File: src/shared/wdqa_pkg.sv
// Constants and types for the question-answer watchdog block.
// Operation
// [RULE1] A 4-bit question is always readable in the status word's low nibble.
// [RULE2] Host sends the 32-bit answer as four byte writes, Answer-3 first.
// [RULE3] Good event needs four correct ordered bytes, three in Window-1, last in Window-2.
// [RULE4] Wrong byte value, wrong window or wrong order gives a bad event.
// [RULE5] Missing answers until Window-2 ends set timeout, bump fail count, restart; a non-final byte write in the Window-2 end cycle does none of these.
// [RULE6] A sequence ends on the Answer-0 write or when Window-2 expires; a non-final byte write in the Window-2 end cycle keeps it open until Answer-0.
// [RULE7] The next sequence begins one system clock cycle after the final byte.
// [RULE8] First three bytes are accepted from Window-1 start, question read not needed.
// [RULE9] Other register traffic between answer writes does not disturb detection.
// [RULE10] Reference bytes come only from the internal question.
// [RULE11] Status word: bit 6 reserved, bits 5-4 answer index, bits 3-0 question.
// [RULE12] Question combines a 4-bit question counter and a 4-bit Markov state.
// [RULE13] Question counter advances only on a good event.
// [RULE14] Markov chain steps when the question counter wraps from 1111 to 0000.
// [RULE15] Leaving the Long Window clears question counter and Markov chain.
// [RULE16] A Markov state of 0000 steps to 0001.
// [RULE17] A 2-bit answer counter with the question selects the reference byte.
// [RULE18] Each sequence starts with the answer counter at 2'b11.
// [RULE19] Answer error flag sets at once on a wrong byte, clears on host write-one.
// [RULE20] Host writes answers over SPI or the auxiliary I2C port.
// [RULE21] Each byte is compared with its reference; counter decrements down to zero.
// [RULE22] After Answer-0 a new sequence starts with the counter reloaded to 2'b11.
// [RULE23] Good event decrements the fail counter and increments the question counter.
// [RULE24] All four answers inside Window-1 set early answer and bad event flags.
// [RULE25] Markov taps and reference logic follow the feedback and polynomial selects.
// [RULE26] Window-1 end, Window-2 end and sequence start arrive as one-cycle inputs.
package wdqa_pkg;

  localparam logic [1:0] WDQA_CNT_START = 2'h3;
  localparam logic [1:0] WDQA_CNT_LAST = 2'h0;

  // Status word layout
  localparam int WDQA_IDX_QST_LSB = 0;
  localparam int WDQA_IDX_CNT_LSB = 4;
  localparam int WDQA_IDX_RSVD_BIT = 6;

  // Clear vector bit positions, write-one-to-clear
  localparam int WDQA_CLR_ANSW_ERR = 0;
  localparam int WDQA_CLR_TIMEOUT = 1;
  localparam int WDQA_CLR_EARLY = 2;
  localparam int WDQA_CLR_SEQ_ERR = 3;
  localparam int WDQA_CLR_W = 4;

  // Reference answer masks per question bit, and per answer index
  localparam logic [7:0] WDQA_REF_BASE = 8'hff;
  localparam logic [7:0] WDQA_REF_Q0 = 8'h4f;
  localparam logic [7:0] WDQA_REF_Q1 = 8'h16;
  localparam logic [7:0] WDQA_REF_Q2 = 8'h8a;
  localparam logic [7:0] WDQA_REF_Q3 = 8'h2d;
  localparam logic [7:0] WDQA_REF_A3 = 8'h00;
  localparam logic [7:0] WDQA_REF_A2 = 8'hf0;
  localparam logic [7:0] WDQA_REF_A1 = 8'h0f;
  localparam logic [7:0] WDQA_REF_A0 = 8'hff;

  localparam logic [3:0] WDQA_QST_RESET = 4'h0;
  localparam logic [3:0] WDQA_MKV_RESET = 4'h0;
  localparam logic [3:0] WDQA_MKV_KICK = 4'h1;
  localparam logic [3:0] WDQA_QCNT_MAX = 4'hf;
  localparam logic [1:0] WDQA_SEL_DEFAULT = 2'h0;

  typedef enum logic [3:0] {
    WDQA_LONG = 4'h1,
    WDQA_WIN1 = 4'h2,
    WDQA_WIN2 = 4'h4,
    WDQA_GAP  = 4'h8
  } wdqa_state_t;

endpackage

File: src/shared/wdqa_q_if.sv
// Internal link between sequence control, question generator and reference logic.
`timescale 1ns/1ps
interface wdqa_q_if;
  logic init;
  logic advance;
  logic [1:0] poly_sel;
  logic [1:0] fdbk_sel;
  logic [1:0] ans_idx;
  logic [3:0] question;
  logic [7:0] ref_byte;

  modport gen (input init, input advance, input poly_sel, output question);
  modport refer (input question, input ans_idx, input fdbk_sel, output ref_byte);
  modport user (output init, output advance, output poly_sel, output fdbk_sel,
                output ans_idx, input question, input ref_byte);
endinterface

File: src/rtl/wdqa_qgen.sv
// Question counter and Markov chain forming the current question.
`timescale 1ns/1ps
module wdqa_qgen (
  input wire logic clk_in,
  input wire logic rst_n_in,
  wdqa_q_if.gen q_if
);
  import wdqa_pkg::*;

  typedef struct packed {
    logic [3:0] qcnt;
    logic [3:0] mkv;
  } wdqa_qgen_st_t;

  wdqa_qgen_st_t st_ff;
  wdqa_qgen_st_t nxt_st;
  logic [3:0] mkv_step;
  logic fb;

  always_comb begin
    case (q_if.poly_sel)
      2'h0: fb = st_ff.mkv[3] ^ st_ff.mkv[2]; // [RULE25]
      2'h1: fb = st_ff.mkv[3] ^ st_ff.mkv[1];
      2'h2: fb = st_ff.mkv[3] ^ st_ff.mkv[0];
      default: fb = st_ff.mkv[3] ^ st_ff.mkv[2] ^ st_ff.mkv[1];
    endcase
    if (st_ff.mkv == WDQA_MKV_RESET) begin
      mkv_step = WDQA_MKV_KICK; // [RULE16]
    end else begin
      mkv_step = {st_ff.mkv[2:0], fb};
    end
    nxt_st = st_ff;
    if (q_if.init) begin
      nxt_st.qcnt = WDQA_QST_RESET; // [RULE15]
      nxt_st.mkv = WDQA_MKV_RESET;
    end else if (q_if.advance) begin
      nxt_st.qcnt = st_ff.qcnt + 4'h1; // [RULE13]
      if (st_ff.qcnt == WDQA_QCNT_MAX) begin
        nxt_st.mkv = mkv_step; // [RULE14]
      end
    end
  end

  always_ff @(posedge clk_in or negedge rst_n_in) begin
    if (!rst_n_in) begin
      st_ff <= '0;
    end else begin
      st_ff <= nxt_st;
    end
  end

  assign q_if.question = st_ff.qcnt ^ st_ff.mkv; // [RULE12]
endmodule

File: src/rtl/wdqa_ref.sv
// Reference answer byte from question, answer index and feedback select.
`timescale 1ns/1ps
module wdqa_ref (
  wdqa_q_if.refer q_if
);
  import wdqa_pkg::*;

  logic [7:0] base;
  logic [7:0] idx_mask;

  always_comb begin
    base = WDQA_REF_BASE;
    if (q_if.question[0]) begin
      base = base ^ WDQA_REF_Q0; // [RULE10]
    end
    if (q_if.question[1]) begin
      base = base ^ WDQA_REF_Q1;
    end
    if (q_if.question[2]) begin
      base = base ^ WDQA_REF_Q2;
    end
    if (q_if.question[3]) begin
      base = base ^ WDQA_REF_Q3;
    end
    case (q_if.ans_idx)
      2'h3: idx_mask = WDQA_REF_A3; // [RULE17]
      2'h2: idx_mask = WDQA_REF_A2;
      2'h1: idx_mask = WDQA_REF_A1;
      default: idx_mask = WDQA_REF_A0;
    endcase
    // Non-default feedback rotates the base; default reproduces the standard table
    case (q_if.fdbk_sel)
      2'h0: q_if.ref_byte = base ^ idx_mask; // [RULE25]
      2'h1: q_if.ref_byte = {base[6:0], base[7]} ^ idx_mask;
      2'h2: q_if.ref_byte = {base[5:0], base[7:6]} ^ idx_mask;
      default: q_if.ref_byte = {base[4:0], base[7:5]} ^ idx_mask;
    endcase
  end
endmodule

File: src/rtl/wdqa_top.sv
// Question-answer watchdog: answer checking, sequence control and status flags.
`timescale 1ns/1ps
module wdqa_top (
  input wire logic mclk_in,
  input wire logic arst_n_in,
  input wire logic seq_start_in,
  input wire logic win1_end_in,
  input wire logic win2_end_in,
  input wire logic ans_wr_in,
  input wire logic [7:0] ans_data_in,
  input wire logic [wdqa_pkg::WDQA_CLR_W-1:0] flag_clr_in,
  input wire logic [1:0] fdbk_sel_in,
  input wire logic [1:0] poly_sel_in,
  output logic [7:0] qa_index_out,
  output logic answer_error_flag_out,
  output logic timeout_flag_out,
  output logic bad_event_flag_out,
  output logic early_answer_flag_out,
  output logic sequence_error_flag_out,
  output logic fail_inc_out,
  output logic fail_dec_out,
  output logic seq_restart_out
);
  import wdqa_pkg::*;

  typedef struct packed {
    wdqa_state_t state;
    logic [1:0] ans_cnt;
    logic seq_bad;
    logic ans_err;
    logic tmo;
    logic early;
    logic seq_err;
    logic bad_flag;
    logic fail_inc;
    logic fail_dec;
    logic restart;
    logic advance;
    logic init;
    logic [1:0] fdbk;
    logic [1:0] poly;
    logic [7:0] index;
  } wdqa_top_st_t;

  wdqa_top_st_t st_ff;
  wdqa_top_st_t nxt_st;
  logic [1:0] rst_sync_ff;
  logic rst_n;
  logic byte_ok;
  logic seq_done;
  logic seq_good;

  wdqa_q_if q_if ();

  // Release of the asynchronous reset is retimed to the clock
  always_ff @(posedge mclk_in or negedge arst_n_in) begin
    if (!arst_n_in) begin
      rst_sync_ff <= 2'h0;
    end else begin
      rst_sync_ff <= {rst_sync_ff[0], 1'b1};
    end
  end
  assign rst_n = rst_sync_ff[1];

  wdqa_qgen u_qgen (
    .clk_in(mclk_in),
    .rst_n_in(rst_n),
    .q_if(q_if.gen)
  );

  wdqa_ref u_ref (
    .q_if(q_if.refer)
  );

  assign q_if.init = st_ff.init;
  assign q_if.advance = st_ff.advance;
  assign q_if.poly_sel = st_ff.poly;
  assign q_if.fdbk_sel = st_ff.fdbk;
  assign q_if.ans_idx = st_ff.ans_cnt;

  always_comb begin
    nxt_st = st_ff;
    nxt_st.fail_inc = 1'b0;
    nxt_st.fail_dec = 1'b0;
    nxt_st.restart = 1'b0;
    nxt_st.advance = 1'b0;
    nxt_st.init = 1'b0;
    byte_ok = (ans_data_in == q_if.ref_byte); // [RULE21]
    seq_done = 1'b0;
    seq_good = 1'b0;

    // Host clears first; hardware sets below override in the same cycle
    if (flag_clr_in[WDQA_CLR_ANSW_ERR]) begin
      nxt_st.ans_err = 1'b0; // [RULE19]
    end
    if (flag_clr_in[WDQA_CLR_TIMEOUT]) begin
      nxt_st.tmo = 1'b0;
    end
    if (flag_clr_in[WDQA_CLR_EARLY]) begin
      nxt_st.early = 1'b0;
    end
    if (flag_clr_in[WDQA_CLR_SEQ_ERR]) begin
      nxt_st.seq_err = 1'b0;
    end

    case (st_ff.state)
      WDQA_LONG: begin
        // Settings are frozen once the first sequence starts
        nxt_st.fdbk = fdbk_sel_in;
        nxt_st.poly = poly_sel_in;
        if (seq_start_in) begin // [RULE26]
          nxt_st.state = WDQA_WIN1;
          nxt_st.init = 1'b1; // [RULE15]
          nxt_st.ans_cnt = WDQA_CNT_START; // [RULE18]
          nxt_st.seq_bad = 1'b0;
        end
      end
      WDQA_WIN1: begin
        // Writes are taken from the first Window-1 cycle, no question read needed
        if (ans_wr_in) begin // [RULE8]
          if (!byte_ok) begin
            nxt_st.ans_err = 1'b1; // [RULE19]
            nxt_st.bad_flag = 1'b1; // [RULE4]
            nxt_st.seq_bad = 1'b1;
          end
          if (st_ff.ans_cnt == WDQA_CNT_LAST) begin
            nxt_st.early = 1'b1; // [RULE24]
            nxt_st.bad_flag = 1'b1;
            nxt_st.seq_bad = 1'b1;
            seq_done = 1'b1; // [RULE6]
          end else begin
            nxt_st.ans_cnt = st_ff.ans_cnt - 2'h1; // [RULE21]
          end
        end
        if (win1_end_in && !seq_done) begin // [RULE26]
          nxt_st.state = WDQA_WIN2;
          // Fewer than three bytes taken in Window-1 means wrong timing
          if (nxt_st.ans_cnt != WDQA_CNT_LAST) begin
            nxt_st.seq_err = 1'b1; // [RULE4]
            nxt_st.bad_flag = 1'b1;
            nxt_st.seq_bad = 1'b1;
          end
        end
      end
      WDQA_WIN2: begin
        if (ans_wr_in) begin
          if (!byte_ok) begin
            nxt_st.ans_err = 1'b1; // [RULE19]
            nxt_st.bad_flag = 1'b1; // [RULE4]
            nxt_st.seq_bad = 1'b1;
          end
          if (st_ff.ans_cnt == WDQA_CNT_LAST) begin
            seq_done = 1'b1; // [RULE6]
            seq_good = byte_ok && !st_ff.seq_bad; // [RULE3]
          end else begin
            // A late byte in Window-2 was already marked by the Window-1 end
            nxt_st.ans_cnt = st_ff.ans_cnt - 2'h1; // [RULE21]
          end
        end else if (win2_end_in) begin // [RULE26]
          nxt_st.tmo = 1'b1; // [RULE5]
          nxt_st.bad_flag = 1'b1;
          nxt_st.seq_bad = 1'b1;
          seq_done = 1'b1; // [RULE6]
        end
      end
      WDQA_GAP: begin
        // One idle cycle between the final byte and the next Window-1
        nxt_st.state = WDQA_WIN1; // [RULE7]
        nxt_st.restart = 1'b1;
        nxt_st.bad_flag = 1'b0;
        nxt_st.seq_bad = 1'b0;
        nxt_st.ans_cnt = WDQA_CNT_START; // [RULE18]
      end
      default: begin
        nxt_st.state = WDQA_LONG;
      end
    endcase

    if (seq_done) begin
      nxt_st.state = WDQA_GAP; // [RULE22]
      nxt_st.ans_cnt = WDQA_CNT_START;
      if (seq_good) begin
        nxt_st.fail_dec = 1'b1; // [RULE23]
        nxt_st.advance = 1'b1; // [RULE13]
      end else begin
        nxt_st.fail_inc = 1'b1; // [RULE5]
      end
    end

    // Status word tracks question and index; bit 6 and bit 7 read as zero
    nxt_st.index = 8'h00; // [RULE11]
    nxt_st.index[WDQA_IDX_QST_LSB +: 4] = q_if.question; // [RULE1]
    nxt_st.index[WDQA_IDX_CNT_LSB +: 2] = nxt_st.ans_cnt;
    nxt_st.index[WDQA_IDX_RSVD_BIT] = 1'b0;
  end

  // Only answer strobes, window-end and start pulses, flag clears and the Long Window selects touch this state, so unrelated accesses pass by
  always_ff @(posedge mclk_in or negedge rst_n) begin // [RULE9]
    if (!rst_n) begin
      st_ff <= '0;
      st_ff.state <= WDQA_LONG;
      st_ff.ans_cnt <= WDQA_CNT_START;
      st_ff.fdbk <= WDQA_SEL_DEFAULT;
      st_ff.poly <= WDQA_SEL_DEFAULT;
      st_ff.index <= {2'h0, WDQA_CNT_START, WDQA_QST_RESET};
    end else begin
      st_ff <= nxt_st;
    end
  end

  assign qa_index_out = st_ff.index;
  assign answer_error_flag_out = st_ff.ans_err;
  assign timeout_flag_out = st_ff.tmo;
  assign bad_event_flag_out = st_ff.bad_flag;
  assign early_answer_flag_out = st_ff.early;
  assign sequence_error_flag_out = st_ff.seq_err;
  assign fail_inc_out = st_ff.fail_inc;
  assign fail_dec_out = st_ff.fail_dec;
  assign seq_restart_out = st_ff.restart;
endmodule

File: config.mk
export PLATFORM = sky130hd
export DESIGN_NAME = wdqa_top
export DESIGN_NICKNAME = d
export VERILOG_FILES = /design/src/shared/wdqa_pkg.sv /design/src/shared/wdqa_q_if.sv /design/src/rtl/wdqa_qgen.sv /design/src/rtl/wdqa_ref.sv /design/src/rtl/wdqa_top.sv
export SDC_FILE = /design/constraint.sdc
export NUM_CORES = 1
export LEC_CHECK = 0
export BUFFER_PORTS_ARGS = -buffer_cell sky130_fd_sc_hd__buf_2
export CORE_UTILIZATION = 51
export DETAILED_ROUTE_END_ITERATION = 6
export PLACE_DENSITY = 0.76
export SYNTH_ARGS = -nofsm -noshare
export SYNTH_HDL_FRONTEND = slang
export SYNTH_HIERARCHICAL = 1
export SYNTH_SLANG_ARGS = --single-unit
File: constraint.sdc
create_clock -name mclk_in -period 1 [get_ports mclk_in]
set_input_delay 0 -clock mclk_in [delete_from_list [all_inputs] [get_ports mclk_in]]
set_output_delay 0 -clock mclk_in [all_outputs]
set_load 0.01 [all_outputs]
-- Word level (Yosys, flattened, before mapping)
Cells that the tools add are included.
- $add $sub $neg: 2
- eq/ne operators: 18
- muxes and demuxes: 61
- bitwise logic cells: 12
- reductions and logical operators: 17
- operators by type and width (kind ; number):
    $pmux 8 s3 ; 2
    $mux 1 ; 32
    $xor 8x8->8 ; 4
    $mux 8 ; 3
    $mux 4 ; 5
    $pmux 4 s4 ; 1
    $mux 2 ; 7
    $mux 7 ; 2
    $mux 6 ; 2
    $pmux 3 s4 ; 1
    $mux 5 ; 2
    $ne 3x3->1 const B ; 3
    $eq 2x2->1 const B ; 4
    $eq 4x4->1 const B ; 2
    $eq 8x8->1 ; 1
    $eq 2x1->1 const B ; 3
    $logic_not 2->1 ; 3
    $not 3->3 ; 2
    $pmux 1 s3 ; 2
    $reduce_and 3->1 ; 2
    $reduce_bool 2->1 ; 3
    $add 4x1->4 const B ; 1
    $eq 4x1->1 const B ; 1
    $eq 4x2->1 const B ; 1
    13 further kinds ; 21
- register bits after elaboration: 37
- input port bits: 22
- output and inout port bits: 16

-- Depth between registers and ports, before layout
Gate-level depths: netlist (run 1).
- depth in word-level cells: 20
- mapped depth: 11

-- By module
Netlist (run 1), hierarchy kept.
- by module, submodules not included (module ; instances ; cells an instance ; area an instance (um^2) ; seq. area each (um^2)):
    wdqa_top ; 1 ; 120 ; 1328.8 ; 654.4
    wdqa_qgen ; 1 ; 56 ; 545.5 ; 200.2
    wdqa_ref ; 1 ; 44 ; 367.9 ; 0.0

-- Worst setup path after synthesis (run 1)
OpenSTA, ideal clock, no wires.
- path kind: register to register
- from: register u_qgen/st_ff[6] in the netlist's numbering
- to: register st_ff, in the netlist fail_inc_out
- arrival: 2.527 ns
- required time: 0.876 ns
- slack: -1.651 ns
- cell stages (with the launch flop): 11
- period minus slack after synthesis: 2.651 ns
- cell sequence: dfrtp_1 -> xor2_1 -> xor2_1 -> nand2_1 -> xor2_1 -> mux2_4 -> xnor2_2 -> xnor2_1 -> nand4_1 -> or2_2 -> o31a_1
- RTL lines (what ; line ; RTL):
    start, declared ; wdqa_qgen.sv:15 ; wdqa_qgen_st_t st_ff;
    start signal, assigned ; wdqa_qgen.sv:48 ; st_ff <= nxt_st;
    end signal, assigned ; wdqa_top.sv:207 ; st_ff <= nxt_st;
    end, declared ; wdqa_top.sv:45 ; wdqa_top_st_t st_ff;

==> metrics, run 1 <==
Adder-Cell Fraction of Synth Area 2.79%; Layout area overhead 57.3%; Die Width 68.3 um; ys async rst share 100%; worst path arrival time 2.90 ns; simple-gate share of the synthesized area 14.6%; critical path type reg2reg; final max-slew violation count 0; Clock Power Share 17.0%; Cells after Synth 220; FILL cells 196; Post-Synth XOR/XNOR Area 14.4%; Antenna diodes 0; Routed Antenna Nets 0; Sw Share 37.0%; Final nets 358; period utilization 271%; Post-Syn Area 2240 um^2; core area 4120 um^2; placed wire-length estimate 3890 um; CP max stage cell dfrtp_1; MaxCap Viol Count 0; slowest stage delay, CP 0.40 ns; CTS tree built; Die Ht 68.3 um; register area share after synthesis 38.1%; Starting DRT DRC Count 245; Max Fclk 368 MHz; largest net degree at the start of global routing 26; vias in the first global route 2077; final non-filler cell total 382; P_leak 1.71 nW; Compound-Gate Fraction of Synth Area 12.4%; violated checks negative setup slack; power density cells 1830 nW/um^2; CP endpoint kind flop; sequential share of power 30.7%; vias 2207; die area 4670 um^2; Std-Cell Rows 23; Starting Density 54.5%; CTS Buf Count 5; Routed WL per cell 20.1 um; Util after Layout 85.7%; RSZ-0062 raised after global routing true; CP startpoint kind flop; Synth area leader dfrtp_1; EDFF count, synth 0; Area contributors post-synth dfrtp_1 (35%), xnor2_1 (8.2%), xor2_1 (5.5%); H-Tree Depth 2; Critical Path RT 1.18 ns; Switch Pwr 2.38 mW; peak supply drop 1.14 mV; final hold vios 0; most used flip-flop cell after synthesis dfrtp_1; Bufs and invs on worst path 1; Mean Syn Cell Area 10.2 um^2; Post-Place Setup Slack -1.51 ns; flops & latches, synth 34; largest family of logic cells by synthesized area simple AND/OR/NAND/NOR gates; Cell Count Post-Placement 346; Placer Congestion 0.861; share of layout cells above drive strength 1 56.3%; detailed-route DRC error count 0; Worst-path clk slew 0.07 ns; commonest non-fill, non-tap cell in the layout buf_4; total global-route track usage 30.7%; status complete, but fails checks; num ports 38; clk sinks 34; most frequent cells in the layout buf_4 (55), buf_2 (32), dfrtp_1 (27); clock root cell clkbuf_8; number of buffers added on ports 35; final worst setup slack -1.71 ns; setup violators final 31; Max Buffers Root-to-Sink 2; total power 6.44 mW; Top delay family on crit path XOR/XNOR gates; Syn. warnings 6; mux share of post-synthesis cell area 8.31%; Cell variety after synth 53; min cycle time layout 2.71 ns; Layout Skew 0.00676 ns; internal power 4.05 mW; Pre-Repair DR Iteration Count 4; cell with the most instances on the worst path xor2_1; Hold Crit Class in2async; Logic pwr share 52.3%; Post-Place Cell Area 2890 um^2; antenna violations before repair 0; Crit Path Max Fanout 7; Routed WL 7680 um; crit-path cells xor2_1 > buf_4 > xor2_2 > nand2_1 > xor2_1 > mux2_4 > xnor2_2 > xnor2_1 > nand4_1 > or2_4 > o31a_1; first-pass GRT wire length 10100 um; Vias/cell 5.78; clock latency on the worst-skew pair 0.30 ns; remaining global-route overflow 0; Yosys top cell area share 34.6%; final instance area 3530 um^2
[cells in the mapped netlist (2+ instances only)]
cell / number
dfrtp_1: 31
o21ai_0: 9
mux2i_1: 10
a32o_1: 2
nand2b_1: 2
a21oi_1: 7
buf_2: 2
o22ai_1: 3
buf_6: 6
ha_1: 5
o211ai_1: 3
nor2_1: 16
a211oi_1: 2
nor2b_1: 4
xnor2_1: 21
nand3b_1: 2
mux2_2: 4
nor3b_1: 3
dfstp_2: 3
nand2_1: 15
xor2_1: 14
buf_4: 9
inv_1: 13
nor4b_2: 2
conb_1: 2
nand4_1: 3
[kinds of logic after synthesis]
| group | count (synthesis) |
|---|---|
| mux | 16 |
| fa+ha+maj | 5 |
| xor+xnor | 36 |
| other cells | 2 |
| compound gates | 39 |
| flops | 34 |
| simple gates | 56 |
| buf+inv | 32 |
[through the flow]
stage,TNS (ns),hold slack [ns]
6_report,-18.79,0.0103
5_1_grt,-20.50,-0.00471
4_1_cts,-15.94,0.0141
3_5_place_dp,-15.55,-0.211
3_3_place_gp,-14.73,-0.214
2_1_floorplan,-11.90,-0.296
[cell type report]
type,instances,area [um^2],area share (%)
Tap cell,50,62.6,1.77
Multi-Input combinational cell,155,1490,42.1
Sequential cell,34,860,24.4
Clock inverter,1,5.00,0.142
Timing Repair Buffer,122,973,27.6
Inverter,13,53.8,1.53
Clock buffer,7,86.3,2.45
[timing repair]
item / CTS / global route
endpoints found under the hold margin: 10 / 0
hold buffers: 9 / 0
gates resized for setup: 43 / 39
setup endpoints to repair: 28 / 31
pin swaps: 19 / 18
setup buffers: 10 / 12
[flip-flops by register name (all words and copies together) (netlist names), 2 cells and up]
register       cells
qa_index_out       4
rst_sync_ff        2
u_qgen/st_ff       8
q_if.ans_idx       2
q_if.fdbk_sel      2
q_if.poly_sel      2
st_ff              5
[power by group through the flow]
stage / clock network, mW / registers (mW) / logic (mW)
2_1_floorplan: 0 / 1.91 / 1.74
4_1_cts: 1.07 / 1.93 / 3.01
3_3_place_gp: 0 / 1.91 / 2.56
5_1_grt: 1.19 / 2.00 / 3.56
3_5_place_dp: 0 / 1.94 / 2.64
6_report: 1.10 / 1.98 / 3.37
[worst paths after layout]
check,start,to,slack (ns),cells after the start
worst max-delay path,u_qgen/st_ff[4],fail_inc_out,-1.71,11
worst min-delay path,arst_n_in,rst_sync_ff[0],0.01,2
worst max register to register,u_qgen/st_ff[4],fail_inc_out,-1.71,11
worst min register to register,rst_sync_ff[1],early_answer_flag_out,0.13,0
max in group asynchronous,rst_sync_ff[1],q_if.ans_idx[0],0.39,1
min in group mclk_in,win2_end_in,timeout_flag_out,0.05,2
[worst reg2reg max path: stages (launching register included)]
cell     delay [ns]
dfrtp_1        0.40
xor2_1         0.17
buf_4          0.21
xor2_2         0.20
nand2_1        0.10
xor2_1         0.16
mux2_4         0.29
xnor2_2        0.17
xnor2_1        0.15
nand4_1        0.18
or2_4          0.32
o31a_1         0.25
[routing by layer]
metal / routed length (um) / vias to the layer above / global-route usage, %
met5: 0 / - / 0
met4: 280 / 0 / 16.7
met3: 457 / 30 / 5.83
met2: 3840 / 114 / 49.8
met1: 3100 / 1092 / 38.1
li1: - / 971 / -
Note: power is estimated with default switching activity, not from simulation.
==> run 2: changes to the inputs <==
==> constraint.sdc (replaced) <==
create_clock -name mclk_in -period 1 [get_ports mclk_in]
set_input_delay 0.05 -clock mclk_in [delete_from_list [all_inputs] [get_ports mclk_in]]
set_output_delay 0.05 -clock mclk_in [all_outputs]
set_load 0.01 [all_outputs]
==> metrics, run 2 (same netlist as run 1, synthesis figures left out) <==
vias 2129 (-3.5%); Routed WL per cell 18.7 um (-6.9%); Logic pwr share 53.8% (+1.5 points); power density cells 1870 nW/um^2 (+2.4%); Post-Route Setup TNS -17.85 ns (+0.939 ns); violated checks negative setup slack; remaining global-route overflow 0 (unchanged); most frequent cells in the layout buf_4 (46), buf_2 (32), buf_6 (30); placed wire-length estimate 3860 um (-0.89%); Die Width 68.3 um (unchanged); Starting DRT DRC Count 162 (-34%); final worst setup slack -1.57 ns (+0.140 ns); internal power 4.11 mW (+1.3%); die area 4670 um^2 (unchanged); crit-path cells xor2_1 > buf_4 > a21oi_1 > o21ai_0 > xnor2_1 > o21ai_0 > xnor2_1 > xnor2_1 > nand4_1 > or2_4 > o31a_1; clk sinks 34 (unchanged); Vias/cell 5.63 (-2.5%); antenna violations before repair 0 (unchanged); MaxCap Viol Count 0 (unchanged); critical path type reg2reg; Crit Path Max Fanout 7 (unchanged); worst r2r path cells 11 (unchanged); Antenna diodes 0 (unchanged); Worst-path clk slew 0.07 ns (about the same); commonest non-fill, non-tap cell in the layout buf_4; Most flops, register u_qgen/st_ff; Routed WL 7070 um (-7.9%); P_leak 1.67 nW (-2.7%); CTS Buf Count 5 (unchanged); period utilization 257% (-14 points); setup violators final 30 (-3.2%); CP max stage cell dfrtp_1; Cell Count Post-Placement 345 (-0.29%); Placer Congestion 0.851 (-1.2%); core area 4120 um^2 (unchanged); Hold Crit Class in2async; Max Fclk 388 MHz (+5.4%); RSZ-0062 raised after global routing true; Std-Cell Rows 23 (unchanged); Routed Antenna Nets 0 (unchanged); Sw Share 36.8% (-0.18 points); RR Startpoint u_qgen/st_ff[0]; H-Tree Depth 2 (unchanged); flop-to-flop setup slack -1.57 ns (+0.14 ns); first-pass GRT wire length 9420 um (-7.0%); final instance area 3480 um^2 (-1.3%); clock latency on the worst-skew pair 0.30 ns (about the same); final hold vios 0 (unchanged); Starting Density 54.5% (unchanged); Largest register FFs 8 (unchanged); detailed-route DRC error count 0 (unchanged); largest net degree at the start of global routing 26 (unchanged); CTS tree built; Critical Path RT 1.18 ns (about the same); Final nets 354 (-1.1%); CP startpoint kind flop; slowest stage delay, CP 0.39 ns (about the same); Pre-Repair DR Iteration Count 4 (unchanged); final max-slew violation count 0 (unchanged); FILL cells 210 (+7.1%); min cycle time layout 2.57 ns (-0.140 ns); number of buffers added on ports 35 (unchanged); sequential cell area 857 um^2 (-0.29%); Max Buffers Root-to-Sink 2 (unchanged); Die Ht 68.3 um (unchanged); CP endpoint kind flop; cell with the most instances on the worst path xnor2_1; final non-filler cell total 378 (-1.0%); num ports 38 (unchanged); share of layout cells above drive strength 1 53.0% (-3.3 points); Critical R2R Capture fail_inc_out; Layout area overhead 55.1%; vias in the first global route 2033 (-2.1%); Post-Place Cell Area 2880 um^2 (-0.26%); status complete, but fails checks; area taken by multi-input logic gates 1460 um^2 (-1.8%); Switch Pwr 2.40 mW (+0.51%); sequential share of power 30.3% (-0.4 points); peak supply drop 1.64 mV (+43%); Layout Skew 0.0104 ns (+0.00361 ns); Post-Place Setup Slack -1.47 ns (+0.0435 ns); clock root cell clkbuf_8; total global-route track usage 28.1% (-2.6 points); Clock Power Share 15.9% (-1.1 points); Worst Hold Slack 0.0586 ns (+0.0483 ns); worst path arrival time 2.75 ns (-0.15 ns)
-- run 2: worst max-delay path, delay by kind of cell (launching register included) --
family	cells	cell delay, ns
xor gates and xnor gates	4	0.80
DFF	1	0.39
buffers and inverters	1	0.17
AOI/OAI and AO/OA	4	0.68
and+or+nand+nor	2	0.42
-- run 2: per-stage QoR --
stage | util (%) | total power [mW]
finish | 84.5 | 6.50
floorplan | - | 3.64
detailed placement | 70.1 | 4.56
global placement | 70.1 | 4.48
CTS | 80.4 | 5.94
global route | 84.5 | 6.81
-- run 2: metal layers --
metal	GRT usage (%)	part of all wire (%)
met4	11.7	4.3
met1	34.8	41
met2	47.1	50
met3	5.67	5.1
met5	0	0
-- run 2: timing repair --
action | CTS | global route
buffers inserted | 14 | 15
pin swaps | 21 | 24
endpoints found under the setup margin | 30 | 30
hold buffers | 8 | 0
endpoints found under the hold margin | 9 | 0
resized for setup | 52 | 29
-- run 2: worst max path at each step --
stage	startpoint	to	slack [ns]	cells past startpoint
after floorplan	u_qgen/st_ff[0]	fail_inc_out	-1.45	11
after global placement	u_qgen/st_ff[0]	fail_inc_out	-1.42	11
after detailed placement	u_qgen/st_ff[0]	fail_inc_out	-1.47	11
after CTS	u_qgen/st_ff[0]	fail_inc_out	-1.45	11
after global routing	u_qgen/st_ff[0]	bad_event_flag_out	-1.72	12
final	u_qgen/st_ff[0]	fail_inc_out	-1.57	11
-- run 2: cell type report --
class | instances | area share, %
clock buffer | 8 | 2.30
inverter | 13 | 1.62
multi-input combinational | 155 | 41.9
sequential | 34 | 24.6
tap | 50 | 1.80
timing repair buffer | 118 | 27.7
-- run 2: power groups by stage --
stage               sequential, mW  combinational, mW  clock, mW
floorplan                     1.91               1.74          0
finish                        1.97               3.50       1.03
global placement              1.92               2.56          0
detailed placement            1.93               2.63          0
CTS                           1.92               3.00       1.01
global route                  2.00               3.70       1.12
